===== src/cssseq_pkg.sv =====
// constants and types shared by the clock select and start-up sequencer
package cssseq_pkg;
  // register byte offsets
  localparam logic [7:0] CSSSEQ_CTRL_OFS   = 8'h00;
  localparam logic [7:0] CSSSEQ_FUSE_OFS   = 8'h04;
  localparam logic [7:0] CSSSEQ_STATUS_OFS = 8'h08;
  localparam logic [7:0] CSSSEQ_PLLDIV_OFS = 8'h0c;
  // control register fields
  localparam int CTRL_SLEEP_BIT  = 0;
  localparam int CTRL_MODE_LSB   = 1;
  localparam int CTRL_ASYNC_BIT  = 8;
  localparam int CTRL_ADC_BIT    = 9;
  localparam int CTRL_USB_BIT    = 10;
  localparam int CTRL_PERIPH_BIT = 11;
  localparam logic [11:0] CTRL_RESET = 12'hf00;
  // fuse register fields; a fuse bit of one is unprogrammed
  localparam int FUSE_SRC_LSB   = 0;
  localparam int FUSE_START_LSB = 4;
  localparam int FUSE_DIV_BIT   = 6;
  localparam logic [3:0] FUSE_SRC_RESET   = 4'he;
  localparam logic [1:0] FUSE_START_RESET = 2'h1;
  localparam logic       FUSE_DIV_RESET   = 1'b0;
  // status register fields
  localparam int STAT_STATE_LSB = 0;
  localparam int STAT_RUN_BIT   = 3;
  localparam int STAT_SRC_LSB   = 4;
  localparam int STAT_RSV_BIT   = 6;
  localparam int STAT_EXTI_BIT  = 7;
  localparam logic [3:0] PLLDIV_RESET = 4'h0;
  // start-up counts: time-outs in watchdog cycles, settling in oscillator cycles
  localparam logic [15:0] TOUT_SHORT     = 16'd512;
  localparam logic [15:0] TOUT_LONG      = 16'd8192;
  localparam logic [15:0] SETTLE_EXT     = 16'd6;
  localparam logic [15:0] SETTLE_LP_FAST = 16'd258;
  localparam logic [15:0] SETTLE_LP_MID  = 16'd1024;
  localparam logic [15:0] SETTLE_LP_LONG = 16'd16384;
  localparam logic [15:0] SETTLE_LF      = 16'd32768;
  localparam logic [2:0]  DIV8_LAST      = 3'h7;
  typedef enum logic [1:0] {
    SRC_LP_XTAL, SRC_LF_XTAL, SRC_RC, SRC_EXT
  } cssseq_src_type;
  typedef enum logic [1:0] {
    SLP_IDLE, SLP_ADC_QUIET, SLP_POWER_DOWN, SLP_POWER_SAVE
  } cssseq_sleep_type;
  typedef enum logic [2:0] {
    ST_HOLD, ST_TIMEOUT, ST_SETTLE, ST_RUN, ST_SLEEP
  } cssseq_state_type;
endpackage


===== src/cssseq_top.sv =====
// clock source select, domain gating and start-up sequencing with axi slave
//
// Design decisions made here: the AXI4-Lite register port and the placing of the registers.
`timescale 1ns/10ps
module cssseq_top
  import cssseq_pkg::*;
#(
  parameter logic [15:0] TOUT_LONG_CYC   = cssseq_pkg::TOUT_LONG,
  parameter logic [15:0] SETTLE_LP_CYC   = cssseq_pkg::SETTLE_LP_LONG,
  parameter logic [15:0] SETTLE_LF_CYC   = cssseq_pkg::SETTLE_LF
) (
  input  wire logic        aclk,
  input  wire logic        aresetn,
  input  wire logic [7:0]  s_axi_awaddr,
  input  wire logic [2:0]  s_axi_awprot,
  input  wire logic        s_axi_awvalid,
  output logic             s_axi_awready,
  input  wire logic [31:0] s_axi_wdata,
  input  wire logic [3:0]  s_axi_wstrb,
  input  wire logic        s_axi_wvalid,
  output logic             s_axi_wready,
  output logic [1:0]       s_axi_bresp,
  output logic             s_axi_bvalid,
  input  wire logic        s_axi_bready,
  input  wire logic [7:0]  s_axi_araddr,
  input  wire logic [2:0]  s_axi_arprot,
  input  wire logic        s_axi_arvalid,
  output logic             s_axi_arready,
  output logic [31:0]      s_axi_rdata,
  output logic [1:0]       s_axi_rresp,
  output logic             s_axi_rvalid,
  input  wire logic        s_axi_rready,
  input  wire logic        other_reset_active,
  input  wire logic        wdt_osc_tick,
  input  wire logic        lp_xtal_tick,
  input  wire logic        lf_xtal_tick,
  input  wire logic        rc_osc_tick,
  input  wire logic        ext_clk_tick,
  input  wire logic        async_src_tick,
  input  wire logic        pll_out_tick,
  input  wire logic        ext_int_level,
  input  wire logic        two_wire_addr_match,
  input  wire logic        wake_event,
  output logic             int_reset_n,
  output logic             core_clock,
  output logic             peripheral_clock,
  output logic             program_memory_clock,
  output logic             async_timer_clock,
  output logic             converter_clock,
  output logic             serial_bus_48m_clock,
  output logic [3:0]       pll_prescale
);
  import cssseq_pkg::*;

  cssseq_state_type state_ff, nxt_state;
  logic [11:0] ctrl_ff;
  logic [3:0]  clock_source_select_fuses;
  logic [1:0]  startup_time_fuses;
  logic        divide_by_eight_fuse;
  logic [3:0]  act_src_ff;
  logic [1:0]  act_start_ff;
  logic        act_div_ff;
  logic [3:0]  plldiv_ff;
  logic [15:0] cnt_ff;
  logic [2:0]  div_ff;
  logic        exti_ff;
  logic [5:0]  gate_ff;
  logic        bvalid_ff, rvalid_ff;
  logic [31:0] rdata_ff;
  logic [1:0]  rresp_ff, bresp_ff;

  // source decode from the latched fuse image; reserved codes fall back to rc
  wire src_lp   = act_src_ff[3];
  wire src_lf   = act_src_ff[3:1] == 3'h2;
  wire src_rc   = act_src_ff == 4'h2;
  wire src_ext  = act_src_ff == 4'h0;
  wire src_rsv  = !(src_lp || src_lf || src_rc || src_ext);
  cssseq_src_type src_sel;
  assign src_sel = src_lp ? SRC_LP_XTAL : src_lf ? SRC_LF_XTAL :
                   src_ext ? SRC_EXT : SRC_RC;

  // selected oscillator and divide-by-eight (zero means programmed)
  wire osc_tick = src_lp ? lp_xtal_tick : src_lf ? lf_xtal_tick :
                  src_ext ? ext_clk_tick : rc_osc_tick;
  wire div_on    = !act_div_ff;
  wire root_tick = osc_tick && (!div_on || div_ff == DIV8_LAST);

  // time-out length in watchdog cycles; start-up code 00: brown-out guards
  wire [15:0] tout_len = (act_start_ff == 2'h0) ? 16'h0000 :
                         (act_start_ff == 2'h1) ? TOUT_SHORT :
                         TOUT_LONG_CYC;

  // settling length in oscillator cycles per clock type
  wire [15:0] lp_len =
    (!act_src_ff[0] && !act_start_ff[1]) ? SETTLE_LP_FAST :
    (!act_src_ff[0] || act_start_ff == 2'h0) ? SETTLE_LP_MID : SETTLE_LP_CYC;
  wire [15:0] settle_len = src_lp ? lp_len :
                           src_lf ? SETTLE_LF_CYC : SETTLE_EXT;

  // sleep request decode
  cssseq_sleep_type slp_mode;
  assign slp_mode = cssseq_sleep_type'(ctrl_ff[CTRL_MODE_LSB +: 2]);
  wire deep_sleep = slp_mode == SLP_POWER_DOWN ||
                    slp_mode == SLP_POWER_SAVE;
  // interrupt and address match wake in every mode, no gated clock needed
  wire wake_any = wake_event || ext_int_level || two_wire_addr_match;
  wire sleep_go = ctrl_ff[CTRL_SLEEP_BIT];
  wire tout_done   = cnt_ff >= tout_len;
  wire settle_done = cnt_ff >= settle_len;

  // sequencer: hold, time-out on watchdog, settling on oscillator, run
  always_comb begin
    nxt_state = state_ff;
    case (state_ff)
      ST_HOLD: begin
        if (!other_reset_active) begin
          nxt_state = ST_TIMEOUT;
        end
      end
      ST_TIMEOUT: begin
        if (tout_done) begin
          nxt_state = ST_SETTLE;
        end
      end
      ST_SETTLE: begin
        if (settle_done) begin
          nxt_state = ST_RUN;
        end
      end
      ST_RUN: begin
        if (sleep_go) begin
          nxt_state = ST_SLEEP;
        end
      end
      ST_SLEEP: begin
        if (wake_any) begin
          nxt_state = deep_sleep ? ST_SETTLE : ST_RUN;
        end
      end
      default: nxt_state = ST_HOLD;
    endcase
    if (other_reset_active) begin
      nxt_state = ST_HOLD;
    end
  end

  // the counter restarts on every state change; the tick source is picked
  // by state so one counter serves both phases
  wire cnt_tick = (state_ff == ST_TIMEOUT) ? wdt_osc_tick : osc_tick;
  wire [15:0] nxt_cnt = (nxt_state != state_ff) ? 16'h0000 :
                        (cnt_tick && cnt_ff != 16'hffff) ? cnt_ff + 16'h1 :
                        cnt_ff;

  always_ff @(posedge aclk) begin
    if (!aresetn) begin
      state_ff <= ST_HOLD;
      cnt_ff   <= 16'h0000;
    end else begin
      state_ff <= nxt_state;
      cnt_ff   <= nxt_cnt;
    end
  end

  // fuse image is caught when the hold phase ends, so a rewrite takes
  // effect at the next reset sequence, not mid-run
  always_ff @(posedge aclk) begin
    if (!aresetn) begin
      act_src_ff   <= FUSE_SRC_RESET;
      act_start_ff <= FUSE_START_RESET;
      act_div_ff   <= FUSE_DIV_RESET;
    end else if (state_ff == ST_HOLD) begin
      act_src_ff   <= clock_source_select_fuses;
      act_start_ff <= startup_time_fuses;
      act_div_ff   <= divide_by_eight_fuse;
    end
  end

  // divide-by-eight prescaler on the selected oscillator
  always_ff @(posedge aclk) begin
    if (!aresetn) begin
      div_ff <= 3'h0;
    end else if (osc_tick) begin
      div_ff <= div_on ? div_ff + 3'h1 : 3'h0;
    end
  end

  // domain gate targets: core, periph, flash, async, adc, usb
  wire running = state_ff == ST_RUN;
  wire asleep  = state_ff == ST_SLEEP;
  wire want_core   = running;
  wire want_periph = ctrl_ff[CTRL_PERIPH_BIT] &&
                     (running || (asleep && slp_mode == SLP_IDLE));
  wire want_flash  = want_core;
  wire want_async  = ctrl_ff[CTRL_ASYNC_BIT] && int_reset_n &&
                     !(asleep && slp_mode == SLP_POWER_DOWN);
  wire want_adc    = ctrl_ff[CTRL_ADC_BIT] && int_reset_n &&
                     !(asleep && deep_sleep);
  wire want_usb    = ctrl_ff[CTRL_USB_BIT] && running;
  wire [5:0] nxt_gate = {want_usb, want_adc, want_async,
                         want_flash, want_periph, want_core};

  // gates move only between root pulses so no core, periph, flash or adc pulse is ever cut short;
  // the oscillator ticks must therefore leave gaps between pulses
  always_ff @(posedge aclk) begin
    if (!aresetn) begin
      gate_ff <= 6'h00;
    end else if (!root_tick) begin
      gate_ff <= nxt_gate;
    end
  end

  // domain clocks as enable pulses; async and usb run from their own sources
  assign core_clock           = root_tick && gate_ff[0];
  assign peripheral_clock     = root_tick && gate_ff[1];
  assign program_memory_clock = root_tick && gate_ff[2];
  assign async_timer_clock    = async_src_tick && want_async;
  assign converter_clock      = root_tick && gate_ff[4];
  assign serial_bus_48m_clock = pll_out_tick && want_usb;
  assign int_reset_n          = running || asleep;
  assign pll_prescale         = plldiv_ff;

  // axi write: address and data are taken together, one at a time
  wire wr_go   = s_axi_awvalid && s_axi_wvalid && !bvalid_ff;
  wire wr_ctrl = wr_go && s_axi_awaddr == CSSSEQ_CTRL_OFS && s_axi_wstrb[0];
  wire wr_ctl1 = wr_go && s_axi_awaddr == CSSSEQ_CTRL_OFS && s_axi_wstrb[1];
  wire wr_fuse = wr_go && s_axi_awaddr == CSSSEQ_FUSE_OFS && s_axi_wstrb[0];
  wire wr_stat = wr_go && s_axi_awaddr == CSSSEQ_STATUS_OFS &&
                 s_axi_wstrb[0];
  wire wr_pll  = wr_go && s_axi_awaddr == CSSSEQ_PLLDIV_OFS && s_axi_wstrb[0];
  wire wr_map = s_axi_awaddr <= CSSSEQ_PLLDIV_OFS && s_axi_awaddr[1:0] == 2'h0;
  assign s_axi_awready = wr_go;
  assign s_axi_wready  = wr_go;
  assign s_axi_bvalid  = bvalid_ff;
  assign s_axi_bresp   = bresp_ff;

  // sleep request self-clears whenever the sequencer is out of run, in sleep and during the reset sequence
  wire sleep_clr = state_ff == ST_SLEEP || state_ff != ST_RUN;
  wire [11:0] nxt_ctrl = {wr_ctl1 ? s_axi_wdata[11:8] : ctrl_ff[11:8],
                          wr_ctrl ? s_axi_wdata[7:1] : ctrl_ff[7:1],
                          wr_ctrl ? s_axi_wdata[0] :
                          (sleep_clr ? 1'b0 : ctrl_ff[0])};

  always_ff @(posedge aclk) begin
    if (!aresetn) begin
      ctrl_ff   <= CTRL_RESET;
      plldiv_ff <= PLLDIV_RESET;
      clock_source_select_fuses <= FUSE_SRC_RESET;
      startup_time_fuses        <= FUSE_START_RESET;
      divide_by_eight_fuse      <= FUSE_DIV_RESET;
    end else begin
      ctrl_ff <= nxt_ctrl;
      if (wr_pll) begin
        plldiv_ff <= s_axi_wdata[3:0];
      end
      if (wr_fuse) begin
        clock_source_select_fuses <= s_axi_wdata[FUSE_SRC_LSB +: 4];
        startup_time_fuses        <= s_axi_wdata[FUSE_START_LSB +: 2];
        divide_by_eight_fuse      <= s_axi_wdata[FUSE_DIV_BIT];
      end
    end
  end

  // sticky external interrupt seen; sampled on the free clock, so a halted
  // peripheral domain cannot miss it; a new event beats a write-one clear
  always_ff @(posedge aclk) begin
    if (!aresetn) begin
      exti_ff <= 1'b0;
    end else if (ext_int_level) begin
      exti_ff <= 1'b1;
    end else if (wr_stat && s_axi_wdata[STAT_EXTI_BIT]) begin
      exti_ff <= 1'b0;
    end
  end

  // write response
  always_ff @(posedge aclk) begin
    if (!aresetn) begin
      bvalid_ff <= 1'b0;
      bresp_ff  <= 2'h0;
    end else if (wr_go) begin
      bvalid_ff <= 1'b1;
      bresp_ff  <= wr_map ? 2'h0 : 2'h2;
    end else if (s_axi_bready) begin
      bvalid_ff <= 1'b0;
    end
  end

  // read decode; unmapped addresses answer slverr with zero data
  wire rd_go = s_axi_arvalid && !rvalid_ff;
  wire [31:0] stat_word = {24'h0, exti_ff, src_rsv, src_sel,
                           int_reset_n, 3'(state_ff)};
  wire [31:0] rd_word =
    (s_axi_araddr == CSSSEQ_CTRL_OFS)   ? {20'h0, ctrl_ff} :
    (s_axi_araddr == CSSSEQ_FUSE_OFS)   ? {25'h0, divide_by_eight_fuse,
                                           startup_time_fuses,
                                           clock_source_select_fuses} :
    (s_axi_araddr == CSSSEQ_STATUS_OFS) ? stat_word :
    (s_axi_araddr == CSSSEQ_PLLDIV_OFS) ? {28'h0, plldiv_ff} : 32'h0;
  wire rd_map = s_axi_araddr <= CSSSEQ_PLLDIV_OFS && s_axi_araddr[1:0] == 2'h0;
  assign s_axi_arready = rd_go;
  assign s_axi_rvalid  = rvalid_ff;
  assign s_axi_rdata   = rdata_ff;
  assign s_axi_rresp   = rresp_ff;

  always_ff @(posedge aclk) begin
    if (!aresetn) begin
      rvalid_ff <= 1'b0;
      rdata_ff  <= 32'h0;
      rresp_ff  <= 2'h0;
    end else if (rd_go) begin
      rvalid_ff <= 1'b1;
      rdata_ff  <= rd_word;
      rresp_ff  <= rd_map ? 2'h0 : 2'h2;
    end else if (s_axi_rready) begin
      rvalid_ff <= 1'b0;
    end
  end
endmodule // cssseq_top


===== config.mk =====
export PLATFORM = sky130hd
export DESIGN_NAME = cssseq_top
export DESIGN_NICKNAME = d
export VERILOG_FILES = /design/src/cssseq_pkg.sv /design/src/cssseq_top.sv
export SDC_FILE = /design/constraint.sdc
export NUM_CORES = 1
export LEC_CHECK = 0
export ABC_CLOCK_PERIOD_IN_PS = 2360
export BUFFER_PORTS_ARGS = -buffer_cell sky130_fd_sc_hd__buf_2
export CAP_MARGIN = 20
export CORE_ASPECT_RATIO = 1.1
export CORE_MARGIN = 3
export CORE_UTILIZATION = 47
export CTS_CLUSTER_DIAMETER = 60
export CTS_CLUSTER_SIZE = 16
export DETAILED_ROUTE_END_ITERATION = 6
export GPL_ROUTABILITY_DRIVEN = 0
export GPL_TIMING_DRIVEN = 0
export HOLD_SLACK_MARGIN = 0.03
export PLACE_DENSITY = 0.83
export SYNTH_ARGS = -nofsm -noshare
export SYNTH_HDL_FRONTEND = slang
export SYNTH_SLANG_ARGS = --single-unit

===== constraint.sdc =====
create_clock -name aclk -period 2.36 [get_ports aclk]
set_input_delay 0 -clock aclk [delete_from_list [all_inputs] [get_ports aclk]]
set_output_delay 0 -clock aclk [all_outputs]
set_load 0.02 [all_outputs]

## Yosys cells after proc, flatten, opt, wreduce, memory -nomap -nowiden

Index checks and enable logic that the tools add are counted.

| cells by class | value |
|---|---|
| add/subtract/negate cells | 2 |
| $lt $le $gt $ge | 4 |
| eq/ne operators | 19 |
| multiplexer cells | 35 |
| bitwise operators | 1 |
| reductions and logical operators | 64 |

Operators by type and width:

| operator | number |
|---|---|
| $logic_and 1x1->1 | 33 |
| $eq 8x4->1 const B | 4 |
| $mux 16 | 2 |
| $mux 15 | 2 |
| $mux 14 | 2 |
| $mux 3 | 6 |
| $add 16x1->16 const B | 1 |
| $eq 8x3->1 const B | 2 |
| $ge 16x14->1 | 1 |
| $ge 16x16->1 | 1 |
| $le 8x4->1 const B | 2 |
| $logic_not 8->1 | 2 |
| $mux 8 | 2 |
| $ne 16x16->1 const B | 1 |
| $pmux 3 s5 | 1 |
| $mux 1 | 14 |
| $mux 12 | 1 |
| $logic_or 1x1->1 | 11 |
| $eq 3x2->1 const B | 3 |
| $logic_not 2->1 | 4 |
| $mux 2 | 4 |
| $reduce_bool 2->1 | 4 |
| $logic_not 1->1 | 7 |
| $eq 3x3->1 const B | 2 |
| 12 further kinds | 13 |

| storage, ports and cells | value |
|---|---|
| flip-flop bits (word level) | 96 |
| input bits | 76 |
| output and inout bits | 52 |
| word-level logic and storage cells | 145 |

## Depth between registers and ports, before layout

Gate-level depths: netlist (run 1).

| logic depth | value |
|---|---|
| depth in word-level cells | 11 |
| mapped depth | 12 |
| mapped depth without buffers | 11 |

## Worst setup path after synthesis (run 1)

Ideal clock, no wire load.

| timing path | value |
|---|---|
| path type | flip-flop to flip-flop |
| start | register act_src_ff[3] |
| end | register cnt_ff[10] |
| library setup time | 0.138 ns |
| arrival time | 2.256 ns |
| required time | 2.222 ns |
| slack | -0.034 ns |
| stages on the path, launching flop included | 13 |
| path buffers | 2 |
| period minus slack after synthesis | 2.394 ns |
| cells stage by stage | dfxtp_1 -> buf_6 -> inv_1 -> or3_2 -> nand2_1 -> ha_1 -> nand2_1 -> nor4_1 -> o41ai_1 -> o2111a_1 -> nand4b_4 -> buf_12 -> a22oi_1 |

| between the ends | value |
|---|---|
| cells in the longest elaborated chain, start to end | 9 |
| elaborated cells on any way between the ends | 15 |
| classes of those cells | 1 x order compare; 2 x eq/ne; 9 x mux; 3 x reduce/logical |

Ends and longest elaborated chain:

| what | line | text |
|---|---|---|
| from (decl) | cssseq_top.sv:60 | `logic [3:0] act_src_ff;` |
| from (signal assigned) | cssseq_top.sv:172 | `act_src_ff <= clock_source_select_fuses;` |
| $eq 3x2->1 | cssseq_top.sv:74 | `wire src_lf = act_src_ff[3:1] == 3'h2;` |
| $mux 16 | cssseq_top.sv:98 | `src_lf ? SETTLE_LF_CYC : SETTLE_EXT;` |
| $mux 16 | cssseq_top.sv:97 | `wire [15:0] settle_len = src_lp ? lp_len :` |
| $ge 16x16->1 | cssseq_top.sv:109 | `wire settle_done = cnt_ff >= settle_len;` |
| $mux 3 | cssseq_top.sv:126 | `if (settle_done) begin` |
| $pmux 3 s5 | cssseq_top.sv:114 | `case (state_ff)` |
| $mux 3 | cssseq_top.sv:142 | `if (other_reset_active) begin` |
| $ne 3x3->1 | cssseq_top.sv:150 | `wire [15:0] nxt_cnt = (nxt_state != state_ff) ? 16'h0000 :` |
| $reduce_or 2->1 (no source line) | n/a |  |
| to (signal assigned) | cssseq_top.sv:160 | `cnt_ff <= nxt_cnt;` |
| to (decl) | cssseq_top.sv:64 | `logic [15:0] cnt_ff;` |

Several ways; a longest one is shown, not always the timed one.
A chain may end at the register's enable or synchronous reset.

## Final worst setup path (run 1)

| timing path | value |
|---|---|
| start | register act_src_ff[0] |
| end | register cnt_ff[10] |

| between the ends | value |
|---|---|
| cells in the longest elaborated chain, start to end | 11 |
| elaborated cells on any way between the ends | 18 |
| classes of those cells | 1 x order compare; 1 x eq/ne; 10 x mux; 6 x reduce/logical |

Ends and longest elaborated chain:

| what | line | text |
|---|---|---|
| $logic_not 1->1 | cssseq_top.sv:95, cssseq_top.sv:96 |  |
| $logic_or 1x1->1 | cssseq_top.sv:96 | `(!act_src_ff[0] \|\| act_start_ff == 2'h0) ? SETTLE_LP_MID : SETTLE_LP_CYC;` |
| $mux 15 | cssseq_top.sv:96 |  |
| $mux 15 | cssseq_top.sv:95 | `(!act_src_ff[0] && !act_start_ff[1]) ? SETTLE_LP_FAST :` |
| $mux 16 | cssseq_top.sv:97 |  |
| $ge 16x16->1 | cssseq_top.sv:109 |  |
| $mux 3 | cssseq_top.sv:126 |  |
| $pmux 3 s5 | cssseq_top.sv:114 |  |
| $mux 3 | cssseq_top.sv:142 |  |
| $ne 3x3->1 | cssseq_top.sv:150 |  |
| $reduce_or 2->1 (no source line) | n/a |  |

Several ways; a longest one is shown, not always the timed one.

==> results of run 1 <==
==> flip-flops by register name (all words and copies together) (netlist names), 4 cells and up <==
| name | flops |
|---|---|
| clock_source_select_fuses | 4 |
| act_src_ff | 4 |
| s_axi_rdata | 12 |
| cnt_ff | 16 |
| pll_prescale | 4 |
| ctrl_ff | 12 |
==> logic make-up (layout without fill, tap and decap cells) <==
kind of cell               after synthesis  in the layout  synth area share
muxes                                   20             20            0.0491
adders and majority gates               12             12            0.0366
AOI/OAI and AO/OA                      114            114             0.208
DFF                                     72             72             0.351
buffers and inverters                   61            184            0.0918
xor gates and xnor gates                 4              4           0.00854
and+or+nand+nor                        182            182             0.253
other                                    1             22          0.000914
==> power groups by stage <==
stage	registers, mW	logic [mW]	clock network (mW)
6_report	1.25	0.392	0.915
5_1_grt	1.25	0.426	0.976
4_1_cts	1.25	0.387	0.928
3_5_place_dp	1.28	0.338	0
3_3_place_gp	1.28	0.329	0
2_1_floorplan	1.28	0.229	0
==> metal layers <==
metal	share of wire	vias to the layer above
li1	-	1921
met2	0.50	187
met4	0.038	0
met3	0.074	43
met5	0	-
met1	0.38	1830
==> per-stage QoR <==
| stage | util | TNS (ns) | setup slack [ns] | hold slack (ns) |
|---|---|---|---|---|
| CTS | 0.623 | -1.43 | -0.120 | 0.0378 |
| floorplan | - | 0 | 0.00589 | 0.124 |
| global placement | 0.556 | -2.10 | -0.195 | 0.211 |
| finish | 0.626 | -0.259 | -0.0303 | 0.0530 |
| global route | 0.626 | -1.26 | -0.105 | 0.0692 |
| detailed placement | 0.556 | -2.58 | -0.222 | 0.215 |
==> synthesized netlist by cell type (5+ instances only) <==
cell type   n
nor3_1      9
o211ai_1    6
a21boi_0   13
a22oi_1    14
clkbuf_1   12
mux2i_1    19
nor4_1      7
nor2_1     15
o21ai_0    22
a21oi_1    12
buf_4      25
ha_1       12
o21a_1      6
inv_1      17
nand2b_1    7
nor2b_1    24
dfxtp_1    72
nand3_1    14
and3_1      5
or3_1       6
nand2_1    60
==> how the worst min path moves through the flow <==
stage	endpoint	slack, ns	depth (start not counted)
6_report	state_ff[0]	0.05	4
5_1_grt	exti_ff	0.07	3
4_1_cts	exti_ff	0.04	3
3_5_place_dp	ctrl_ff[8]	0.22	3
2_1_floorplan	exti_ff	0.12	1
3_3_place_gp	ctrl_ff[11]	0.21	3
==> critical path: stages, from the launching register on <==
cell and delay (ns):
dfxtp_4 0.37, or3_4 0.40, ha_4 0.27, nand4bb_1 0.11
nor4_1 0.22, o41ai_1 0.13, o2111a_2 0.18, nand4b_4 0.28
buf_12 0.21, a22oi_2 0.14
==> final cells by class <==
class	count	area [sq um]
plain buffers	43	303
clock buffers	11	141
clock inverters	5	41.3
fillers	680	3160
inverters	17	66.3
multi-input cells	354	2440
flip-flops and latches	72	1450
well taps	111	139
repair buffers	108	707
==> what timing repair did <==
action | CTS | global route
gates cloned | 2 | 0
gates resized for setup | 22 | 12
pin swaps | 19 | 7
hold buffers | 22 | 0
endpoints found under the setup margin | 16 | 18
endpoints found under the hold margin | 29 | 0
buffers inserted | 7 | 2
==> reports/qor.csv, run 1 <==
metric;value;unit
status;complete, but fails checks;
failed_checks;negative setup slack;
stdcell_count;721;
cts_buffers;9;
cts_max_path_buffers;2;
p_leak;2.26;nW
worst_r2r_path_depth;9;
drt-pass1-iter-count;4;
power.total;2.56;mW
p_per_area;483;nW/um^2
skew;0.0135;ns
ys_seq_area_frac;0.351;
synth-edff-count;0;
layout.nets;693;
grtUsageTotal;0.228;
use_met3;0.0535;
drc;0;
via_per_inst;5.52;
yosysUniqueCellTypes;78;
ys_warn_count;0;
clk_pin_slew;0.09;ns
rsz0062_at_grt;yes;
synth_top_flop_cell;dfxtp_1;
num_rows;35;
max_freq;0.418;GHz
cts-root-buf;clkbuf_8;
grt_pass1_wl;18200;um
die_y;104;um
clock_sinks;72;
start_util;0.485;
r2r-start;act_src_ff[0];
finalSetupViolations;13;
post-dp-hpwl;8000;um
hold_start;other_reset_active;
ys_ff_latch;72;
mostFrequentLayoutCell;buf_2;
htreeDepth;3;
busiest_layer;met2;
hold_class;primary input to flop;
gr-usage-met2;0.400;
coreArea;8450;sq um
startpoint_type;flop;
drv_cap;0;
synth_area;4100;sq um
antenna_found_initial;0;
grt_max_degree;14;
first_iter_violations;292;
wl_per_cell;15.4;um
post-route-period-util;1.01;
clkPwrFrac;0.358;
io_buffers;75;
crit_start;act_src_ff[0];
max_slew_margin;0.463;
met1_usage;0.254;
comb_power_share;0.153;
cp.arrival;2.67;ns
yosys-top-cells-area;dfxtp_1 (35%), nand2_1 (5.5%), mux2i_1 (4.6%);
synth_area_per_cell;8.80;sq um
p_int;1.83;mW
async_flop_share;0;
vias;3981;
worstPathRequired;2.64;ns
stdcell_area;5290;sq um
place_area;4700;sq um
seq_power_share;0.489;
drive_gt1_frac;0.295;
grt_pass1_vias;4023;
worstSetupEndpoint;cnt_ff[10];
power_switching;0.730;mW
io_pins;128;
area.growth.synth_to_final;29.0;%
worstMarginPinSlew;0.798;ns
cts_tree;done;
layout_common_cells;buf_2 (76), dfxtp_1 (67), nand2_1 (60);
insertion_delay;0.36;ns
r2r-end;cnt_ff[10];
placedCellCount;673;
grt_overflow;0;
synth_top_cell_area_share;0.351;
timing.final.crit_period;2.39;ns
hold_viol;0;
finalWirelength;11100;um
cp_max_fo;6;
end_kind;flop;
synthCells;466;
crit_type;flop to flop;
peakVddDrop;0.354;mV
slew_viol_final;0;
layout_setup_ws;-0.0303;ns
num_antenna_cells;0;
dieArea;9880;sq um
yosysTopAreaCell;dfxtp_1;
fp.dieW;95.1;um
r2r_slack;-0.03;ns
switching_share;0.285;
drtAntennaViolNets;0;
No activity file was read; power rests on OpenSTA's default activity.
==> inputs of run 2 (changes only) <==
--- a/config.mk
+++ b/config.mk
@@ -6,7 +6,7 @@
 export NUM_CORES = 1
 export LEC_CHECK = 0
 export ABC_CLOCK_PERIOD_IN_PS = 2360
-export BUFFER_PORTS_ARGS = -buffer_cell sky130_fd_sc_hd__buf_2
+export BUFFER_PORTS_ARGS = -buffer_cell sky130_fd_sc_hd__buf_4
 export CAP_MARGIN = 20
 export CORE_ASPECT_RATIO = 1.1
 export CORE_MARGIN = 3
==> run 2 against run 1 <==
  * Clock skew down 0.0029 ns
  * Critical endpoint is now cnt_ff[3]
  * First-iteration DRC count decreased by 23%
  * Combinational power increased by 9.4%
  * Register-to-register slack lost 0.02 ns
  * Setup slack got worse by 0.019 ns
  * Total power grew 8.9%
  * Die area unchanged
  * Utilization rose by 3.3 points
  * The run still ends with negative setup slack left
  * Clock-buffer cell count fell by 1
  * Sequential power about the same
  * Clock power grew 21%
==> reports/qor.csv, run 2 (synthesized netlist as in run 1, its figures left out) <==
metric;value;unit
status;complete, but fails checks;
failed_checks;negative setup slack;
placedCellCount;673;
largest_register_ffs;16;
wl_per_cell;16.2;um
cts-root-buf;clkbuf_8;
finalSetupViolations;15;
die_y;104;um
start_util;0.485;
max_slew_margin;0.510;
post-route-period-util;1.02;
insertion_delay;0.36;ns
place_area;4880;sq um
num_antenna_cells;0;
htreeDepth;3;
stdcell_area;5570;sq um
power.total;2.79;mW
fp.dieW;95.1;um
clk_pin_slew;0.08;ns
crit_start;act_src_ff[1];
layout_common_cells;buf_4 (109), dfxtp_1 (68), nand2_1 (60);
drc;0;
dieArea;9880;sq um
grt_max_degree;14;
grt_overflow;0;
skew;0.0106;ns
worstMarginPinSlew;0.729;ns
layout.nets;697;
p_per_area;500;nW/um^2
clock_sinks;72;
worstPathRequired;2.64;ns
max_freq;0.415;GHz
mostFrequentLayoutCell;buf_4;
stdcell_count;725;
post-dp-hpwl;8260;um
drtAntennaViolNets;0;
io_pins;128;
dp_slack;-0.228;ns
drive_gt1_frac;0.298;
drv_cap;0;
end_kind;flop;
antenna_found_initial;0;
crit_type;flop to flop;
peakVddDrop;0.343;mV
fillers;679;
hold_start;other_reset_active;
grt_pass1_wl;19100;um
hold_viol;0;
cp.arrival;2.69;ns
p_leak;2.34;nW
critical_path.cell_chain;inv_1 > a21o_1 > ha_1 > nand2_1 > nor4_1 > o41ai_2 > o2111a_2 > nand4b_4 > buf_6 > a22oi_2;
worst_r2r_path_depth;10;
slowest_stage;dfxtp_1;
layout_setup_ws;-0.0494;ns
hold_class;primary input to flop;
final_util;0.659;
cts_tree;done;
via_per_inst;5.59;
regArea;1450;sq um
top_register;cnt_ff;
cp_max_fo;5;
slew_viol_final;0;
coreArea;8450;sq um
finalWirelength;11800;um
timing.final.crit_period;2.41;ns
grt_pass1_vias;4084;
first_iter_violations;224;
rsz0062_at_grt;yes;
io_buffers;75;
drt-pass1-iter-count;4;
num_rows;35;
critPathMaxStageDelay;0.44;ns
grtUsageTotal;0.241;
r2r-start;act_src_ff[1];
area.growth.synth_to_final;35.8;%
startpoint_type;flop;
cts_max_path_buffers;2;
cts_buffers;9;
holdPathStages;4;
vias;4056;
multi_input_area;2460;sq um
run 2: path summary, 6_finish.rpt:
check / end / slack, ns
worst max-delay path: cnt_ff[3] / -0.05
worst min-delay path: state_ff[0] / 0.05
worst max register to register: cnt_ff[3] / -0.05
worst min register to register: ctrl_ff[3] / 0.48
run 2: through the flow:
step / hold WS (ns) / TNS, ns
after floorplan: 0.124 / 0
after global placement: 0.210 / -2.09
after detailed placement: 0.218 / -2.72
after CTS: 0.0374 / -1.68
after global routing: 0.0619 / -3.14
final: 0.0452 / -0.357
run 2: final cells by class:
type	instances	area share
inverters	17	0.0119
clock inverters	6	0.0166
well taps	111	0.0249
flip-flops and latches	72	0.260
multi-input cells	354	0.442
repair buffers	112	0.167
clock buffers	10	0.0229
plain buffers	43	0.0548
run 2: timing repair:
| item | 4_1_cts | 5_1_grt |
|---|---|---|
| buffers inserted | 8 | 4 |
| gates cloned | 1 | 0 |
| pin swaps | 22 | 7 |
| hold endpoints to repair | 29 | 0 |
| hold buffers | 24 | 0 |
| endpoints found under the setup margin | 16 | 18 |
| gates resized for setup | 24 | 9 |
run 2: worst max-delay path, delay by kind of cell (launching register included):
family                   cells  cell delay [ns]
AO/OA/AOI/OAI                4             0.66
adder cells (fa/ha/maj)      1             0.30
buffers and inverters        2             0.31
flip-flops                   1             0.44
AND/OR/NAND/NOR              3             0.63
run 2: power breakdown:
group	internal [mW]	leakage (nW)	switching [mW]
logic	0.208	1.65	0.221
clock network	0.601	0.103	0.505
registers	1.23	0.584	0.0176
run 2: metal layers:
layer | global-route usage | share of wire | vias to the layer above
li1 | - | - | 1931
met1 | 0.264 | 0.38 | 1928
met2 | 0.428 | 0.52 | 166
met3 | 0.0644 | 0.068 | 31
met4 | 0.102 | 0.030 | 0
met5 | 0 | 0 | -
